## src/rws_pkg.sv

```systemverilog
package rws_pkg;

   // ----------------------------------------------------------------
   // Register indices (byte address = 4 * index)
   // ----------------------------------------------------------------
   localparam logic [6:0] IDX_STATUS = 7'h03;
   localparam logic [6:0] IDX_RES_HI = 7'h0C;
   localparam logic [6:0] IDX_RES_LO = 7'h0D;
   localparam logic [6:0] IDX_CONV_FLAGS = 7'h0E;
   localparam logic [6:0] IDX_TMR_FLAGS = 7'h0F;
   localparam logic [6:0] IDX_RAM_FIRST = 7'h10;
   localparam logic [6:0] IDX_RAM_LAST = 7'h3F;
   localparam logic [6:0] IDX_IRQ_STAT = 7'h40;
   localparam logic [6:0] IDX_IRQ_MASK = 7'h41;
   localparam logic [6:0] IDX_UNMAPPED = 7'h7F;

   // ----------------------------------------------------------------
   // Field positions and masks
   // ----------------------------------------------------------------
   localparam int CF_CONV_DONE = 5;
   localparam int CF_CMP_CHG = 4;
   localparam int CF_CONV_WE = 3;
   localparam int CF_CMP_WE = 2;
   localparam int CF_PORT_WE = 1;
   localparam logic [7:0] CF_WMASK = 8'h3E;
   localparam int TF_LOW_PW = 7;
   localparam int TF_HIGH_PW = 6;
   localparam int TF_TMR_C = 5;
   localparam int TF_TMR_B = 4;
   localparam int TF_TMR_A = 3;
   localparam int TF_EXT = 2;
   localparam int TF_PORT = 1;
   localparam int TF_MAIN = 0;
   localparam logic [7:0] TF_WMASK = 8'hFF;
   localparam int ST_RST_BIT = 6;
   localparam int ST_T_BIT = 4;
   localparam int ST_P_BIT = 3;
   localparam int IE_PIN_RST = 0;
   localparam int IE_WDT_RST = 1;
   localparam int IE_WAKE = 2;
   localparam int IE_PORT_CHG = 3;
   localparam int IRQ_W = 4;

   // ----------------------------------------------------------------
   // Sizes, vector, reset values
   // ----------------------------------------------------------------
   localparam int PORT_W = 8;
   localparam int RAM_DEPTH = 48;
   localparam logic [11:0] VEC_PORT_CHANGE = 12'h006;
   localparam logic [7:0] FLAGS_RESET = 8'h00;
   localparam logic [IRQ_W-1:0] IRQ_RESET = 4'h0;
   localparam logic [1:0] HTRANS_NONSEQ = 2'h2;

   // ----------------------------------------------------------------
   // Types
   // ----------------------------------------------------------------
   typedef struct packed {
      logic rst_flag;
      logic t_flag;
      logic p_flag;
   } rws_cause_t;

   typedef struct packed {
      logic main_ovf;
      logic tmr_a_ovf;
      logic tmr_b_ovf;
      logic tmr_c_ovf;
      logic ext_pin;
      logic conv_done;
      logic cmp_change;
      logic high_pw_unf;
      logic low_pw_unf;
   } rws_src_t;

   typedef enum logic [2:0] {
      ST_RUN = 3'b001,
      ST_SLEEP = 3'b010,
      ST_RESET = 3'b100
   } rws_state_t;

   localparam rws_cause_t CAUSE_POR = '{1'b0, 1'b1, 1'b1};
   localparam rws_cause_t CAUSE_PIN_WAKE = '{1'b0, 1'b1, 1'b0};
   localparam rws_cause_t CAUSE_WDT_RUN = '{1'b0, 1'b0, 1'b1};
   localparam rws_cause_t CAUSE_WDT_WAKE = '{1'b0, 1'b0, 1'b0};
   localparam rws_cause_t CAUSE_CHG_WAKE = '{1'b1, 1'b1, 1'b0};

endpackage : rws_pkg

```

## src/rws_port_change.sv

```systemverilog
// ------------------------------------------------------------------
// Port input-change detector
// ------------------------------------------------------------------
module rws_port_change (
   input wire logic clk,
   input wire logic rst,
   input wire logic [rws_pkg::PORT_W-1:0] pins_async,
   input wire logic port_read,
   output logic change
);
   logic [rws_pkg::PORT_W-1:0] pins_sync;
   logic [rws_pkg::PORT_W-1:0] ref_reg;
   logic [rws_pkg::PORT_W-1:0] ref_next;
   logic [rws_pkg::PORT_W-1:0] diff;

   rws_sync #(.W(rws_pkg::PORT_W)) u_pin_sync (
      .clk(clk),
      .rst(rst),
      .d_async(pins_async),
      .q_sync(pins_sync)
   );

   // Reference is refreshed only by a port read
   always_comb begin
      ref_next = port_read ? pins_sync : ref_reg;
   end

   always_ff @(posedge clk or posedge rst) begin
      if (rst) begin
         ref_reg <= '0;
      end else begin
         ref_reg <= ref_next;
      end
   end

   // Every pin compares against its own reference
   for (genvar i = 0; i < rws_pkg::PORT_W; i++) begin : g_pin
      assign diff[i] = pins_sync[i] ^ ref_reg[i];
   end

   assign change = |diff;
endmodule : rws_port_change

```

## src/rws_sync.sv

```systemverilog
// ------------------------------------------------------------------
// Two-stage level synchroniser
// ------------------------------------------------------------------
module rws_sync #(
   parameter int W = 1
) (
   input wire logic clk,
   input wire logic rst,
   input wire logic [W-1:0] d_async,
   output logic [W-1:0] q_sync
);
   logic [W-1:0] meta_reg;
   logic [W-1:0] sync_reg;

   // First stage feeds only the second
   always_ff @(posedge clk or posedge rst) begin
      if (rst) begin
         meta_reg <= '0;
         sync_reg <= '0;
      end else begin
         meta_reg <= d_async;
         sync_reg <= meta_reg;
      end
   end

   assign q_sync = sync_reg;
endmodule : rws_sync

```

## src/rws_top.sv

```systemverilog
// Contract
// Reset comes from power-on, reset pin low, or enabled watchdog time-out.
// Power-on gives wake flag 0, time-out flag 1, power-down flag 1.
// Reset pin while running clears wake flag, keeps time-out and power-down.
// Reset pin wake from sleep gives flags 0, 1, 0.
// Watchdog reset while running gives flags 0, 0, 1.
// Watchdog wake from sleep clears all three flags.
// Port-change wake from sleep gives flags 1, 1, 0.
// Clear sets time-out and power-down; sleep sets time-out, clears power-down.
// Six interrupt source groups are recorded.
// Software reads the port before enabling the change interrupt.
// Any port pin differing from its last-read level raises change.
// Change wakes only if its enable was set before sleeping.
// After change wake, resume in line or branch to 006H if enabled.
// Flags and wake enables clear on resets, keep on change wake.
// Result high upper nibble reads 0; storage keeps contents over resets.
// Flags except port-change set regardless of global interrupt enable.
// The three cause flags read as separate status register bits.
module rws_top (
   input wire logic CLK,
   input wire logic SYS_RST,
   input wire logic RESET_PIN_N,
   input wire logic WATCHDOG_TIMEOUT,
   input wire logic WATCHDOG_ENABLE,
   input wire logic WATCHDOG_CLEAR_INSTR,
   input wire logic SLEEP_INSTR,
   input wire logic GLOBAL_INT_EN,
   input wire logic PORT_READ,
   input wire logic [rws_pkg::PORT_W-1:0] PORT_PINS,
   input wire rws_pkg::rws_src_t SRC_EVENTS,
   input wire logic [11:0] CONV_DATA,
   input wire logic HSEL,
   input wire logic [31:0] HADDR,
   input wire logic [1:0] HTRANS,
   input wire logic HWRITE,
   input wire logic [2:0] HSIZE,
   input wire logic [31:0] HWDATA,
   input wire logic HREADY,
   output logic [31:0] HRDATA,
   output logic HREADYOUT,
   output logic HRESP,
   output logic CPU_RESET,
   output logic SLEEPING,
   output logic WAKE_RESUME,
   output logic VECTOR_BRANCH,
   output logic [11:0] VECTOR_ADDR,
   output rws_pkg::rws_cause_t CAUSE,
   output logic IRQ
);
   // ----------------------------------------------------------------
   // Declarations
   // ----------------------------------------------------------------
   rws_pkg::rws_state_t state_reg, state_next;
   rws_pkg::rws_cause_t cause_reg, cause_next;
   logic port_change_wake_enable_sl_reg, port_change_wake_enable_sl_next, resume_reg, resume_next, branch_reg, branch_next;
   logic [11:0] vec_reg, vec_next;
   logic [7:0] cf_reg, cf_next, tf_reg, tf_next, rd_val, res_lo_reg;
   logic [rws_pkg::IRQ_W-1:0] ist_reg, ist_next, imk_reg, imk_next, iev;
   logic irq_reg, irq_next, rd_pend_reg, rd_pend_next, wr_pend_reg, wr_pend_next;
   logic [6:0] idx_reg, idx_next, a_idx, ram_ofs;
   logic hready_reg, hready_next;
   logic [31:0] hrdata_reg, hrdata_next;
   logic accept, pin_low, port_chg, wdt_hit, ev_pin, ev_wdt, ev_wake;
   logic [3:0] res_hi_reg;
   logic [7:0] ram_reg [rws_pkg::RAM_DEPTH];
   // Mapped general-purpose storage window
   function automatic logic is_ram(input logic [6:0] idx);
      is_ram = (idx >= rws_pkg::IDX_RAM_FIRST) && (idx <= rws_pkg::IDX_RAM_LAST);
   endfunction : is_ram
   // ----------------------------------------------------------------
   // Pin side
   // ----------------------------------------------------------------
   // Inverted before syncing so the sync resets to "pin inactive"
   rws_sync #(.W(1)) u_rst_sync (
      .clk(CLK),
      .rst(SYS_RST),
      .d_async(~RESET_PIN_N),
      .q_sync(pin_low)
   );
   rws_port_change u_port (
      .clk(CLK),
      .rst(SYS_RST),
      .pins_async(PORT_PINS),
      .port_read(PORT_READ),
      .change(port_chg)
   );
   assign wdt_hit = WATCHDOG_TIMEOUT & WATCHDOG_ENABLE;
   // ----------------------------------------------------------------
   // Run / sleep / reset sequencer and cause flags
   // ----------------------------------------------------------------
   // Pin reset outranks watchdog, which outranks instructions
   always_comb begin
      state_next = state_reg;
      cause_next = cause_reg;
      port_change_wake_enable_sl_next = port_change_wake_enable_sl_reg;
      resume_next = 1'b0;
      branch_next = 1'b0;
      vec_next = vec_reg;
      ev_pin = 1'b0;
      ev_wdt = 1'b0;
      ev_wake = 1'b0;
      case (state_reg)
         rws_pkg::ST_RUN: begin
            if (pin_low) begin
               state_next = rws_pkg::ST_RESET;
               cause_next.rst_flag = 1'b0;
               ev_pin = 1'b1;
            end else if (wdt_hit) begin
               state_next = rws_pkg::ST_RESET;
               cause_next = rws_pkg::CAUSE_WDT_RUN;
               ev_wdt = 1'b1;
            end else if (SLEEP_INSTR) begin
               state_next = rws_pkg::ST_SLEEP;
               cause_next.t_flag = 1'b1;
               cause_next.p_flag = 1'b0;
               port_change_wake_enable_sl_next = cf_reg[rws_pkg::CF_PORT_WE];
            end else if (WATCHDOG_CLEAR_INSTR) begin
               cause_next.t_flag = 1'b1;
               cause_next.p_flag = 1'b1;
            end
         end
         rws_pkg::ST_SLEEP: begin
            if (pin_low) begin
               state_next = rws_pkg::ST_RESET;
               cause_next = rws_pkg::CAUSE_PIN_WAKE;
               ev_pin = 1'b1;
               ev_wake = 1'b1;
            end else if (wdt_hit) begin
               state_next = rws_pkg::ST_RESET;
               cause_next = rws_pkg::CAUSE_WDT_WAKE;
               ev_wdt = 1'b1;
               ev_wake = 1'b1;
            end else if (port_chg && port_change_wake_enable_sl_reg) begin
               state_next = rws_pkg::ST_RUN;
               cause_next = rws_pkg::CAUSE_CHG_WAKE;
               ev_wake = 1'b1;
               if (GLOBAL_INT_EN) begin
                  branch_next = 1'b1;
                  vec_next = rws_pkg::VEC_PORT_CHANGE;
               end else begin
                  resume_next = 1'b1;
               end
            end
         end
         rws_pkg::ST_RESET: begin
            // Held for as long as the pin stays low
            if (!pin_low) state_next = rws_pkg::ST_RUN;
         end
         default: state_next = rws_pkg::ST_RUN;
      endcase
   end
   always_ff @(posedge CLK or posedge SYS_RST) begin
      if (SYS_RST) begin
         state_reg <= rws_pkg::ST_RUN;
         cause_reg <= rws_pkg::CAUSE_POR;
         port_change_wake_enable_sl_reg <= 1'b0;
         resume_reg <= 1'b0;
         branch_reg <= 1'b0;
         vec_reg <= 12'h000;
      end else begin
         state_reg <= state_next;
         cause_reg <= cause_next;
         port_change_wake_enable_sl_reg <= port_change_wake_enable_sl_next;
         resume_reg <= resume_next;
         branch_reg <= branch_next;
         vec_reg <= vec_next;
      end
   end
   // ----------------------------------------------------------------
   // Interrupt source flags and wake enables
   // ----------------------------------------------------------------
   // Hardware set is applied after the software write, so it wins
   always_comb begin
      cf_next = cf_reg;
      tf_next = tf_reg;
      if (wr_pend_reg && idx_reg == rws_pkg::IDX_CONV_FLAGS) begin
         cf_next = HWDATA[7:0] & rws_pkg::CF_WMASK;
      end
      if (wr_pend_reg && idx_reg == rws_pkg::IDX_TMR_FLAGS) begin
         tf_next = HWDATA[7:0] & rws_pkg::TF_WMASK;
      end
      cf_next[rws_pkg::CF_CONV_DONE] |= SRC_EVENTS.conv_done;
      cf_next[rws_pkg::CF_CMP_CHG] |= SRC_EVENTS.cmp_change;
      tf_next[rws_pkg::TF_MAIN] |= SRC_EVENTS.main_ovf;
      tf_next[rws_pkg::TF_TMR_A] |= SRC_EVENTS.tmr_a_ovf;
      tf_next[rws_pkg::TF_TMR_B] |= SRC_EVENTS.tmr_b_ovf;
      tf_next[rws_pkg::TF_TMR_C] |= SRC_EVENTS.tmr_c_ovf;
      tf_next[rws_pkg::TF_EXT] |= SRC_EVENTS.ext_pin;
      tf_next[rws_pkg::TF_HIGH_PW] |= SRC_EVENTS.high_pw_unf;
      tf_next[rws_pkg::TF_LOW_PW] |= SRC_EVENTS.low_pw_unf;
      // Port-change flag alone needs its enable
      tf_next[rws_pkg::TF_PORT] |= port_chg & cf_reg[rws_pkg::CF_PORT_WE];
      if (state_reg == rws_pkg::ST_RESET) begin
         cf_next = rws_pkg::FLAGS_RESET;
         tf_next = rws_pkg::FLAGS_RESET;
      end
   end
   always_ff @(posedge CLK or posedge SYS_RST) begin
      if (SYS_RST) begin
         cf_reg <= rws_pkg::FLAGS_RESET;
         tf_reg <= rws_pkg::FLAGS_RESET;
      end else begin
         cf_reg <= cf_next;
         tf_reg <= tf_next;
      end
   end
   // ----------------------------------------------------------------
   // Conversion result and general-purpose storage
   // ----------------------------------------------------------------
   // No reset here: contents survive every restart, unknown at power-on
   assign ram_ofs = idx_reg - rws_pkg::IDX_RAM_FIRST;
   always_ff @(posedge CLK) begin
      if (SRC_EVENTS.conv_done) begin
         res_hi_reg <= CONV_DATA[11:8];
         res_lo_reg <= CONV_DATA[7:0];
      end
      if (wr_pend_reg && is_ram(idx_reg)) begin
         ram_reg[ram_ofs[5:0]] <= HWDATA[7:0];
      end
   end
   // ----------------------------------------------------------------
   // Event status, mask and interrupt line
   // ----------------------------------------------------------------
   always_comb begin
      iev = '0;
      iev[rws_pkg::IE_PIN_RST] = ev_pin;
      iev[rws_pkg::IE_WDT_RST] = ev_wdt;
      iev[rws_pkg::IE_WAKE] = ev_wake;
      iev[rws_pkg::IE_PORT_CHG] = port_chg & cf_reg[rws_pkg::CF_PORT_WE]
                                  & ~tf_reg[rws_pkg::TF_PORT];
      ist_next = ist_reg;
      // Read-clear first, so a same-cycle event still lands
      if (rd_pend_reg && idx_reg == rws_pkg::IDX_IRQ_STAT) ist_next = '0;
      ist_next = ist_next | iev;
      imk_next = imk_reg;
      if (wr_pend_reg && idx_reg == rws_pkg::IDX_IRQ_MASK) imk_next = HWDATA[rws_pkg::IRQ_W-1:0];
      irq_next = |(ist_next & imk_next);
   end
   always_ff @(posedge CLK or posedge SYS_RST) begin
      if (SYS_RST) begin
         ist_reg <= rws_pkg::IRQ_RESET;
         imk_reg <= rws_pkg::IRQ_RESET;
         irq_reg <= 1'b0;
      end else begin
         ist_reg <= ist_next;
         imk_reg <= imk_next;
         irq_reg <= irq_next;
      end
   end
   // ----------------------------------------------------------------
   // AHB-Lite slave
   // ----------------------------------------------------------------
   // Reads take one wait state so a write just before is visible
   assign accept = HSEL && HTRANS == rws_pkg::HTRANS_NONSEQ && HREADY;
   assign a_idx = (HADDR[31:9] == 23'h000000) ? HADDR[8:2] : rws_pkg::IDX_UNMAPPED;
   always_comb begin
      rd_val = 8'h00;
      case (idx_reg)
         rws_pkg::IDX_STATUS: begin
            rd_val[rws_pkg::ST_RST_BIT] = cause_reg.rst_flag;
            rd_val[rws_pkg::ST_T_BIT] = cause_reg.t_flag;
            rd_val[rws_pkg::ST_P_BIT] = cause_reg.p_flag;
         end
         rws_pkg::IDX_RES_HI: rd_val = {4'h0, res_hi_reg};
         rws_pkg::IDX_RES_LO: rd_val = res_lo_reg;
         rws_pkg::IDX_CONV_FLAGS: rd_val = cf_reg & rws_pkg::CF_WMASK;
         rws_pkg::IDX_TMR_FLAGS: rd_val = tf_reg;
         rws_pkg::IDX_IRQ_STAT: rd_val = {4'h0, ist_reg};
         rws_pkg::IDX_IRQ_MASK: rd_val = {4'h0, imk_reg};
         default: begin
            if (is_ram(idx_reg)) begin
               rd_val = ram_reg[ram_ofs[5:0]];
            end
         end
      endcase
   end
   always_comb begin
      idx_next = idx_reg;
      wr_pend_next = 1'b0;
      rd_pend_next = 1'b0;
      hready_next = 1'b1;
      hrdata_next = hrdata_reg;
      if (accept) begin
         idx_next = a_idx;
         wr_pend_next = HWRITE;
         rd_pend_next = ~HWRITE;
         hready_next = HWRITE;
      end
      if (rd_pend_reg) begin
         hrdata_next = {24'h000000, rd_val};
      end
   end
   always_ff @(posedge CLK or posedge SYS_RST) begin
      if (SYS_RST) begin
         idx_reg <= rws_pkg::IDX_UNMAPPED;
         wr_pend_reg <= 1'b0;
         rd_pend_reg <= 1'b0;
         hready_reg <= 1'b1;
         hrdata_reg <= 32'h00000000;
      end else begin
         idx_reg <= idx_next;
         wr_pend_reg <= wr_pend_next;
         rd_pend_reg <= rd_pend_next;
         hready_reg <= hready_next;
         hrdata_reg <= hrdata_next;
      end
   end
   // ----------------------------------------------------------------
   // Outputs
   // ----------------------------------------------------------------
   assign HRDATA = hrdata_reg;
   assign HREADYOUT = hready_reg;
   assign HRESP = 1'b0;
   assign CPU_RESET = state_reg[2];
   assign SLEEPING = state_reg[1];
   assign WAKE_RESUME = resume_reg;
   assign VECTOR_BRANCH = branch_reg;
   assign VECTOR_ADDR = vec_reg;
   assign CAUSE = cause_reg;
   assign IRQ = irq_reg;
endmodule : rws_top

```

## config.mk

```make
export PLATFORM = sky130hd
export DESIGN_NAME = rws_top
export DESIGN_NICKNAME = d
export VERILOG_FILES = /design/src/rws_pkg.sv /design/src/rws_port_change.sv /design/src/rws_sync.sv /design/src/rws_top.sv
export SDC_FILE = /design/constraint.sdc
export NUM_CORES = 1
export LEC_CHECK = 0
export ABC_CLOCK_PERIOD_IN_PS = 2250
export BUFFER_PORTS_ARGS = -buffer_cell sky130_fd_sc_hd__buf_2
export CAP_MARGIN = 20
export CORE_MARGIN = 5
export CORE_UTILIZATION = 40
export DETAILED_ROUTE_END_ITERATION = 16
export HOLD_SLACK_MARGIN = 0.02
export PLACE_DENSITY_LB_ADDON = 0.08
export SYNTH_ARGS = -nofsm -noshare
export SYNTH_HDL_FRONTEND = slang
export SYNTH_SLANG_ARGS = --single-unit
```

## constraint.sdc

```tcl
create_clock -name CLK -period 2.25 [get_ports CLK]
set_input_delay 0.1125 -clock CLK [delete_from_list [all_inputs] [get_ports CLK]]
set_output_delay 0.1125 -clock CLK [all_outputs]
set_load 0.005 [all_outputs]
```

==> results of run 1 <==
==> final cells by class <==
type / instances / area (um2)
Timing Repair Buffer: 373 / 3390
Clock buffer: 58 / 1350
Multi-Input combinational cell: 533 / 5370
Clock inverter: 36 / 349
Inverter: 20 / 77.6
Fill cell: 3860 / 22300
Tap cell: 615 / 769
Sequential cell: 472 / 13800
==> cell families after synthesis <==
group | synth area share
compound gates | 0.0420
xor+xnor | 0.00459
fa+ha+maj | 0.00262
buf+inv | 0.0331
flops | 0.724
mux | 0.148
other cells | 0.000197
simple gates | 0.0458
==> report_power, final <==
part	leakage [nW]	internal [mW]	switching, mW
Sequential	4.44	9.80	0.233
Combinational	4.27	0.981	1.04
Clock	0.827	5.07	3.40
Total	9.54	15.8	4.67
==> critical path: cells and delay by family (launching register included) <==
kind / cells / cell delay, ps
mux: 2 / 770
flops: 1 / 680
compound gates: 3 / 710
buf+inv: 1 / 170
simple gates: 1 / 60
==> repair_timing <==
item | in CTS | in global routing
hold buffers | 47 | 0
hold endpoints to repair | 143 | 0
pin swaps | 9 | 38
cloned | 1 | 1
endpoints found under the setup margin | 397 | 377
buffers inserted | 16 | 20
gates resized for setup | 92 | 157
==> metal layers <==
metal | wire, um | global-route usage | part of all wire
met2 | 24600 | 0.316 | 0.48
met5 | 0 | 0 | 0
met3 | 2780 | 0.0383 | 0.054
met1 | 22900 | 0.270 | 0.44
met4 | 1180 | 0.0501 | 0.023
==> Yosys cell counts (7+ instances only) <==
master    instances  area [um2]
o22ai_1           8        50.1
a22oi_1          14         105
edfxtp_1        396       11900
o22a_1            7        61.3
nand2_1          45         169
dfrtp_1          65        1630
o21ai_0          16        80.1
nor2b_1           7        43.8
a221oi_1          7        61.3
buf_2             7        35.0
o211ai_1          7        52.6
inv_1            18        67.6
buf_4            49         368
mux2i_1          83         831
nor2_1           80         300
buf_6             7        78.8
nand3_1          13        65.1
mux2_2           17         191
xor2_1            9        78.8
a21oi_1          31         155
dfstp_2          11         289
nor4_1            9        56.3
clkbuf_1         12        45.0
mux4_2           80        1800
==> stage by stage <==
stage | hold WS [ps] | area [um2] | setup WS (ps) | util | TNS, ps
floorplan | 144 | 19200 | -44.8 | - | -4850
global placement | 115 | 21600 | -456 | 0.456 | -78090
detailed placement | 114 | 21600 | -484 | 0.456 | -81350
CTS | 28.4 | 24300 | -265 | 0.512 | -2120
global route | 38.9 | 25100 | -325 | 0.529 | -17680
finish | 54.6 | 25100 | -270 | 0.529 | -6430
==> worst max-delay path by stage <==
stage / startpoint / to / slack [ps] / depth (start not counted)
6_report: idx_reg[0] / HRDATA[5] / -270 / 7
3_5_place_dp: idx_reg[0] / HRDATA[2] / -480 / 8
4_1_cts: idx_reg[0] / HRDATA[6] / -270 / 7
5_1_grt: idx_reg[0] / HRDATA[2] / -320 / 8
3_3_place_gp: idx_reg[0] / HRDATA[2] / -460 / 8
2_1_floorplan: idx_reg[1] / ram_reg[10][0] / -40 / 6
==> run metrics, run 1 <==
Post-synth EDFFs 396; Clock Sinks 472; Worst path slowest cell dfstp_4; CTS tree yes; post-route insts no fill roughly 2100; # Max-Cap Violations 0; Detailed Route WL 51500 um; type of origin of the critical path flip-flop; #FFs+latches synth 472; chip width 228 um; outcome finished with violations; Critical Path End Type flip-flop; Mapped Avg Cell Area ~18 um2; GRT Overall Usage 0.194; Placer Congestion 0.854; 1st-iter DRT viols 818; number of library cell types mapped by synthesis 65; critical path arrival 2980 ps; die area 0.0522 mm2; pwr dens between 800 and 900 mW/mm2; Layout area overhead 31.7%; DR pass1 iterations 5; R2R setup slack -270 ps; Post-synth top flop edfxtp_1; Layout Nets around 1600; io pins between 150 and 200; synthesized cell area about 0.019 mm2; root buffer cell clkbuf_16; Hold Crit Class input port to asynchronous set/reset pin; number of flip-flops in the largest register approximately 380; Max-slew headroom 0.426; DR vias 11045; Critical Path, Cell by Cell buf_12, mux4_2, mux2i_4, nor2_1, o311a_1, a221oi_2, a21oi_1; Final Cycle Share 1.12; Post-DRT Antenna Nets 0; Design Power 20.5 mW; Slew @ Worst Pin roughly 860 ps; FP Rows 80; Core ar. 0.0474 mm2; # DRC 0; Syn Inst Count between 1000 and 1500; P_leak 9.54 nW; Port Buf Inserts 99; first-pass GRT wire length 75500 um; final worst slack -270 ps; clk_skew 9.56 ps; post-placement cell count 1934; worst reg-to-reg path cell count 7; Reg2Reg Capture Point HRDATA[5]; unrepaired setup endpoints after global routing true; GRT overflow 0; final hold vios 0; sequential fraction of the synthesis area 0.724; layout cells sized above 1 0.410; count of pins over their slew limit 0; die extent in y 228 um; vias in the first global route 11616; Setup CP Type flip-flop to flip-flop; initial antenna violation count 0; Crit path largest cell delay 680 ps; Ys Warns 0; Max Clock Freq 0.397 GHz; Peak VDD IR 0.563 mV; most common cell after layout, fill and taps aside edfxtp_1; Clk Latency, worst-skew pair 590 ps; violated checks setup timing; Clock transition at path regs 60 ps; drt via density 5.24; Wirelength per Cell 24.4 um; Critical Path RT 2710 ps; commonest non-fill, non-tap cells in the layout edfxtp_1, buf_4, buf_2, mux4_2, mux2i_1; final period demand of the worst path around 2500 ps; Num CTS Buffers slightly above 50; Post-synth ARST share 0.161; Final HPWL DP 34300 um; Starting Density 0.402; htree depth 2; Longest Clk Path Bufs 3; ANT cells 0; crit path max fanout 8; Reg2Reg Launch Point idx_reg[0]; largest net degree at the start of global routing 55; final setup violation count approximately 210
No activity file was read; power rests on OpenSTA's default activity.
==> run 2: changes to the inputs <==
--- a/config.mk
+++ b/config.mk
@@ -5,7 +5,7 @@
 export SDC_FILE = /design/constraint.sdc
 export NUM_CORES = 1
 export LEC_CHECK = 0
-export ABC_CLOCK_PERIOD_IN_PS = 2250
+export ABC_CLOCK_PERIOD_IN_PS = 3000
 export BUFFER_PORTS_ARGS = -buffer_cell sky130_fd_sc_hd__buf_2
 export CAP_MARGIN = 20
 export CORE_MARGIN = 5
==> constraint.sdc (replaced) <==
create_clock -name CLK -period 3 [get_ports CLK]
set_input_delay 0.15 -clock CLK [delete_from_list [all_inputs] [get_ports CLK]]
set_output_delay 0.15 -clock CLK [all_outputs]
set_load 0.005 [all_outputs]
==> run metrics, run 2 (synthesis gave the netlist of run 1 again) <==
DR pass1 iterations 5 (unchanged); pwr dens 655 mW/mm2 (-20%); outcome completed; 1st-iter DRT viols 898 (+9.8%); Clk pwr share 0.409 (-0.004); Hold Crit Class input port to flip-flop; unrepaired setup endpoints after global routing true; setup TNS 0 ps (+6430 ps); final setup violation count 0 (-100%); Final Cycle Share 0.999 (-0.121); die extent in y 228 um (unchanged); Clk Latency, worst-skew pair 590 ps (about the same); # DRC 0 (unchanged); Sw Ratio 0.227 (-0.000835); drt via density 5.30 (+1.0%); Starting Density 0.402 (unchanged); Clock transition at path regs 60 ps (about the same); CTS tree yes; critical path arrival 3200 ps (+220 ps); chip width 228 um (unchanged); layout cells sized above 1 0.284 (-0.125); die area 0.0522 mm2 (unchanged); number of flip-flops in the largest register 384 (unchanged); number of buffers added for setup after CTS 0 (-16); post-placement cell count 1831 (-5.3%); first-pass GRT wire length 73100 um (-3.1%); DR vias 10418 (-5.7%); io pins 164 (unchanged); largest net degree at the start of global routing 52 (-5.5%); GRT overflow 0 (unchanged); Design Power 14.9 mW (-27%); commonest non-fill, non-tap cells in the layout edfxtp_1, buf_2, buf_4, mux2i_1, mux4_2; Setup CP Type flip-flop to flip-flop; Sequential Power Share 0.503 (+0.014); Post-DRT Antenna Nets 0 (unchanged); post-route insts no fill 1967 (-6.6%); initial antenna violation count 0 (unchanged); Peak VDD IR 0.477 mV (-15%); clk_skew 9.87 ps (+0.312 ps); worst reg-to-reg path cell count 6 (-1); worst hold stages 1; type of origin of the critical path flip-flop; combinational power share 0.088 (-0.011); Pint 11.6 mW (-27%); Max Clock Freq 0.334 GHz (-16%); Longest Clk Path Bufs 3 (unchanged); root buffer cell clkbuf_16; Slew @ Worst Pin 1080 ps (+224 ps); Reg2Reg Launch Point idx_reg[4]; Wirelength per Cell 24.9 um (+2.0%); most common cell after layout, fill and taps aside edfxtp_1; Core ar. 0.0474 mm2 (unchanged); Reg2Reg Capture Point ram_reg[29][5]; Port Buf Inserts 99 (unchanged); HP Start HWDATA[2]; net switching power 3.39 mW (-27%); vias in the first global route 10881 (-6.3%); R2R setup slack 2 ps (+270 ps); Detailed Route WL 49000 um (-4.8%); final worst slack 1.63 ps (+272 ps); Num CTS Buffers 51 (unchanged); count of pins over their slew limit 0 (unchanged); Max-slew headroom 0.277 (-0.149); Final HPWL DP 31500 um (-8.2%); Layout Nets 1430 (-8.6%); FP Rows 80 (unchanged); final hold vios 0 (unchanged); GRT Overall Usage 0.187 (-0.00635); Critical Path RT 3200 ps (+490 ps); crit path from idx_reg[4]; Critical Path End Type flip-flop; ANT cells 0 (unchanged); # Max-Cap Violations 0 (unchanged); final period demand of the worst path 3000 ps (+478 ps); DP Worst Slack 70.7 ps (+554 ps); final design utilization 0.481 (-0.0487); htree depth 2 (unchanged); Layout area overhead 19.6%; worst-case hold path end point ram_reg[37][2]; P_leak 8.52 nW (-11%); Clock Sinks 472 (unchanged); Placer Congestion 0.848 (-0.67%); crit path max fanout 8 (unchanged)
-- run 2: critical path, stage by stage (launching register included) --
cell and delay, ps:
dfstp_2 590, ha_1 200, a311o_1 190, nand3_1 150, nor2_1 240, nand2_1 330, nor2_1 910
-- run 2: power groups by stage --
stage          logic, mW  registers (mW)  clock network [mW]
2_1_floorplan      0.769            7.59                   0
3_3_place_gp        1.26            7.65                   0
3_5_place_dp        1.27            7.66                   0
4_1_cts             1.33            7.52                6.27
5_1_grt             1.45            7.55                6.54
6_report            1.31            7.52                6.12
-- run 2: repair_timing --
action | CTS | global route
endpoints found under the setup margin | 0 | 136
hold buffers | 47 | 0
endpoints found under the hold margin | 101 | 0
gates resized for setup | 0 | 6
-- run 2: worst max path at each step --
stage	to	slack, ps	depth (start not counted)
CTS	ram_reg[37][6]	20	6
detailed placement	ram_reg[38][7]	70	7
global placement	ram_reg[38][7]	40	7
finish	ram_reg[29][5]	2	6
floorplan	HRDATA[4]	560	9
global route	ram_reg[21][3]	-70	6
-- run 2: layout make-up --
type / instances / area [um2]
Clock buffer: 66 / 1400
Clock inverter: 23 / 221
Fill cell: 4079 / 24600
Inverter: 20 / 76.3
Multi-Input combinational cell: 533 / 4790
Sequential cell: 472 / 13800
Tap cell: 615 / 769
Timing Repair Buffer: 238 / 1740
-- run 2: through the flow --
step	area [um2]	hold WS [ps]
floorplan	19200	181
global placement	20700	246
detailed placement	20700	247
CTS	22800	64.0
global route	22800	79.5
finish	22800	77.4
-- run 2: per-layer routing --
layer	up-vias	routed length [um]	GRT usage
met2	313	22800	0.291
met1	5390	22100	0.272
met4	0	1200	0.0486
met3	60	2940	0.0398
li1	4655	-	-
met5	-	0	0
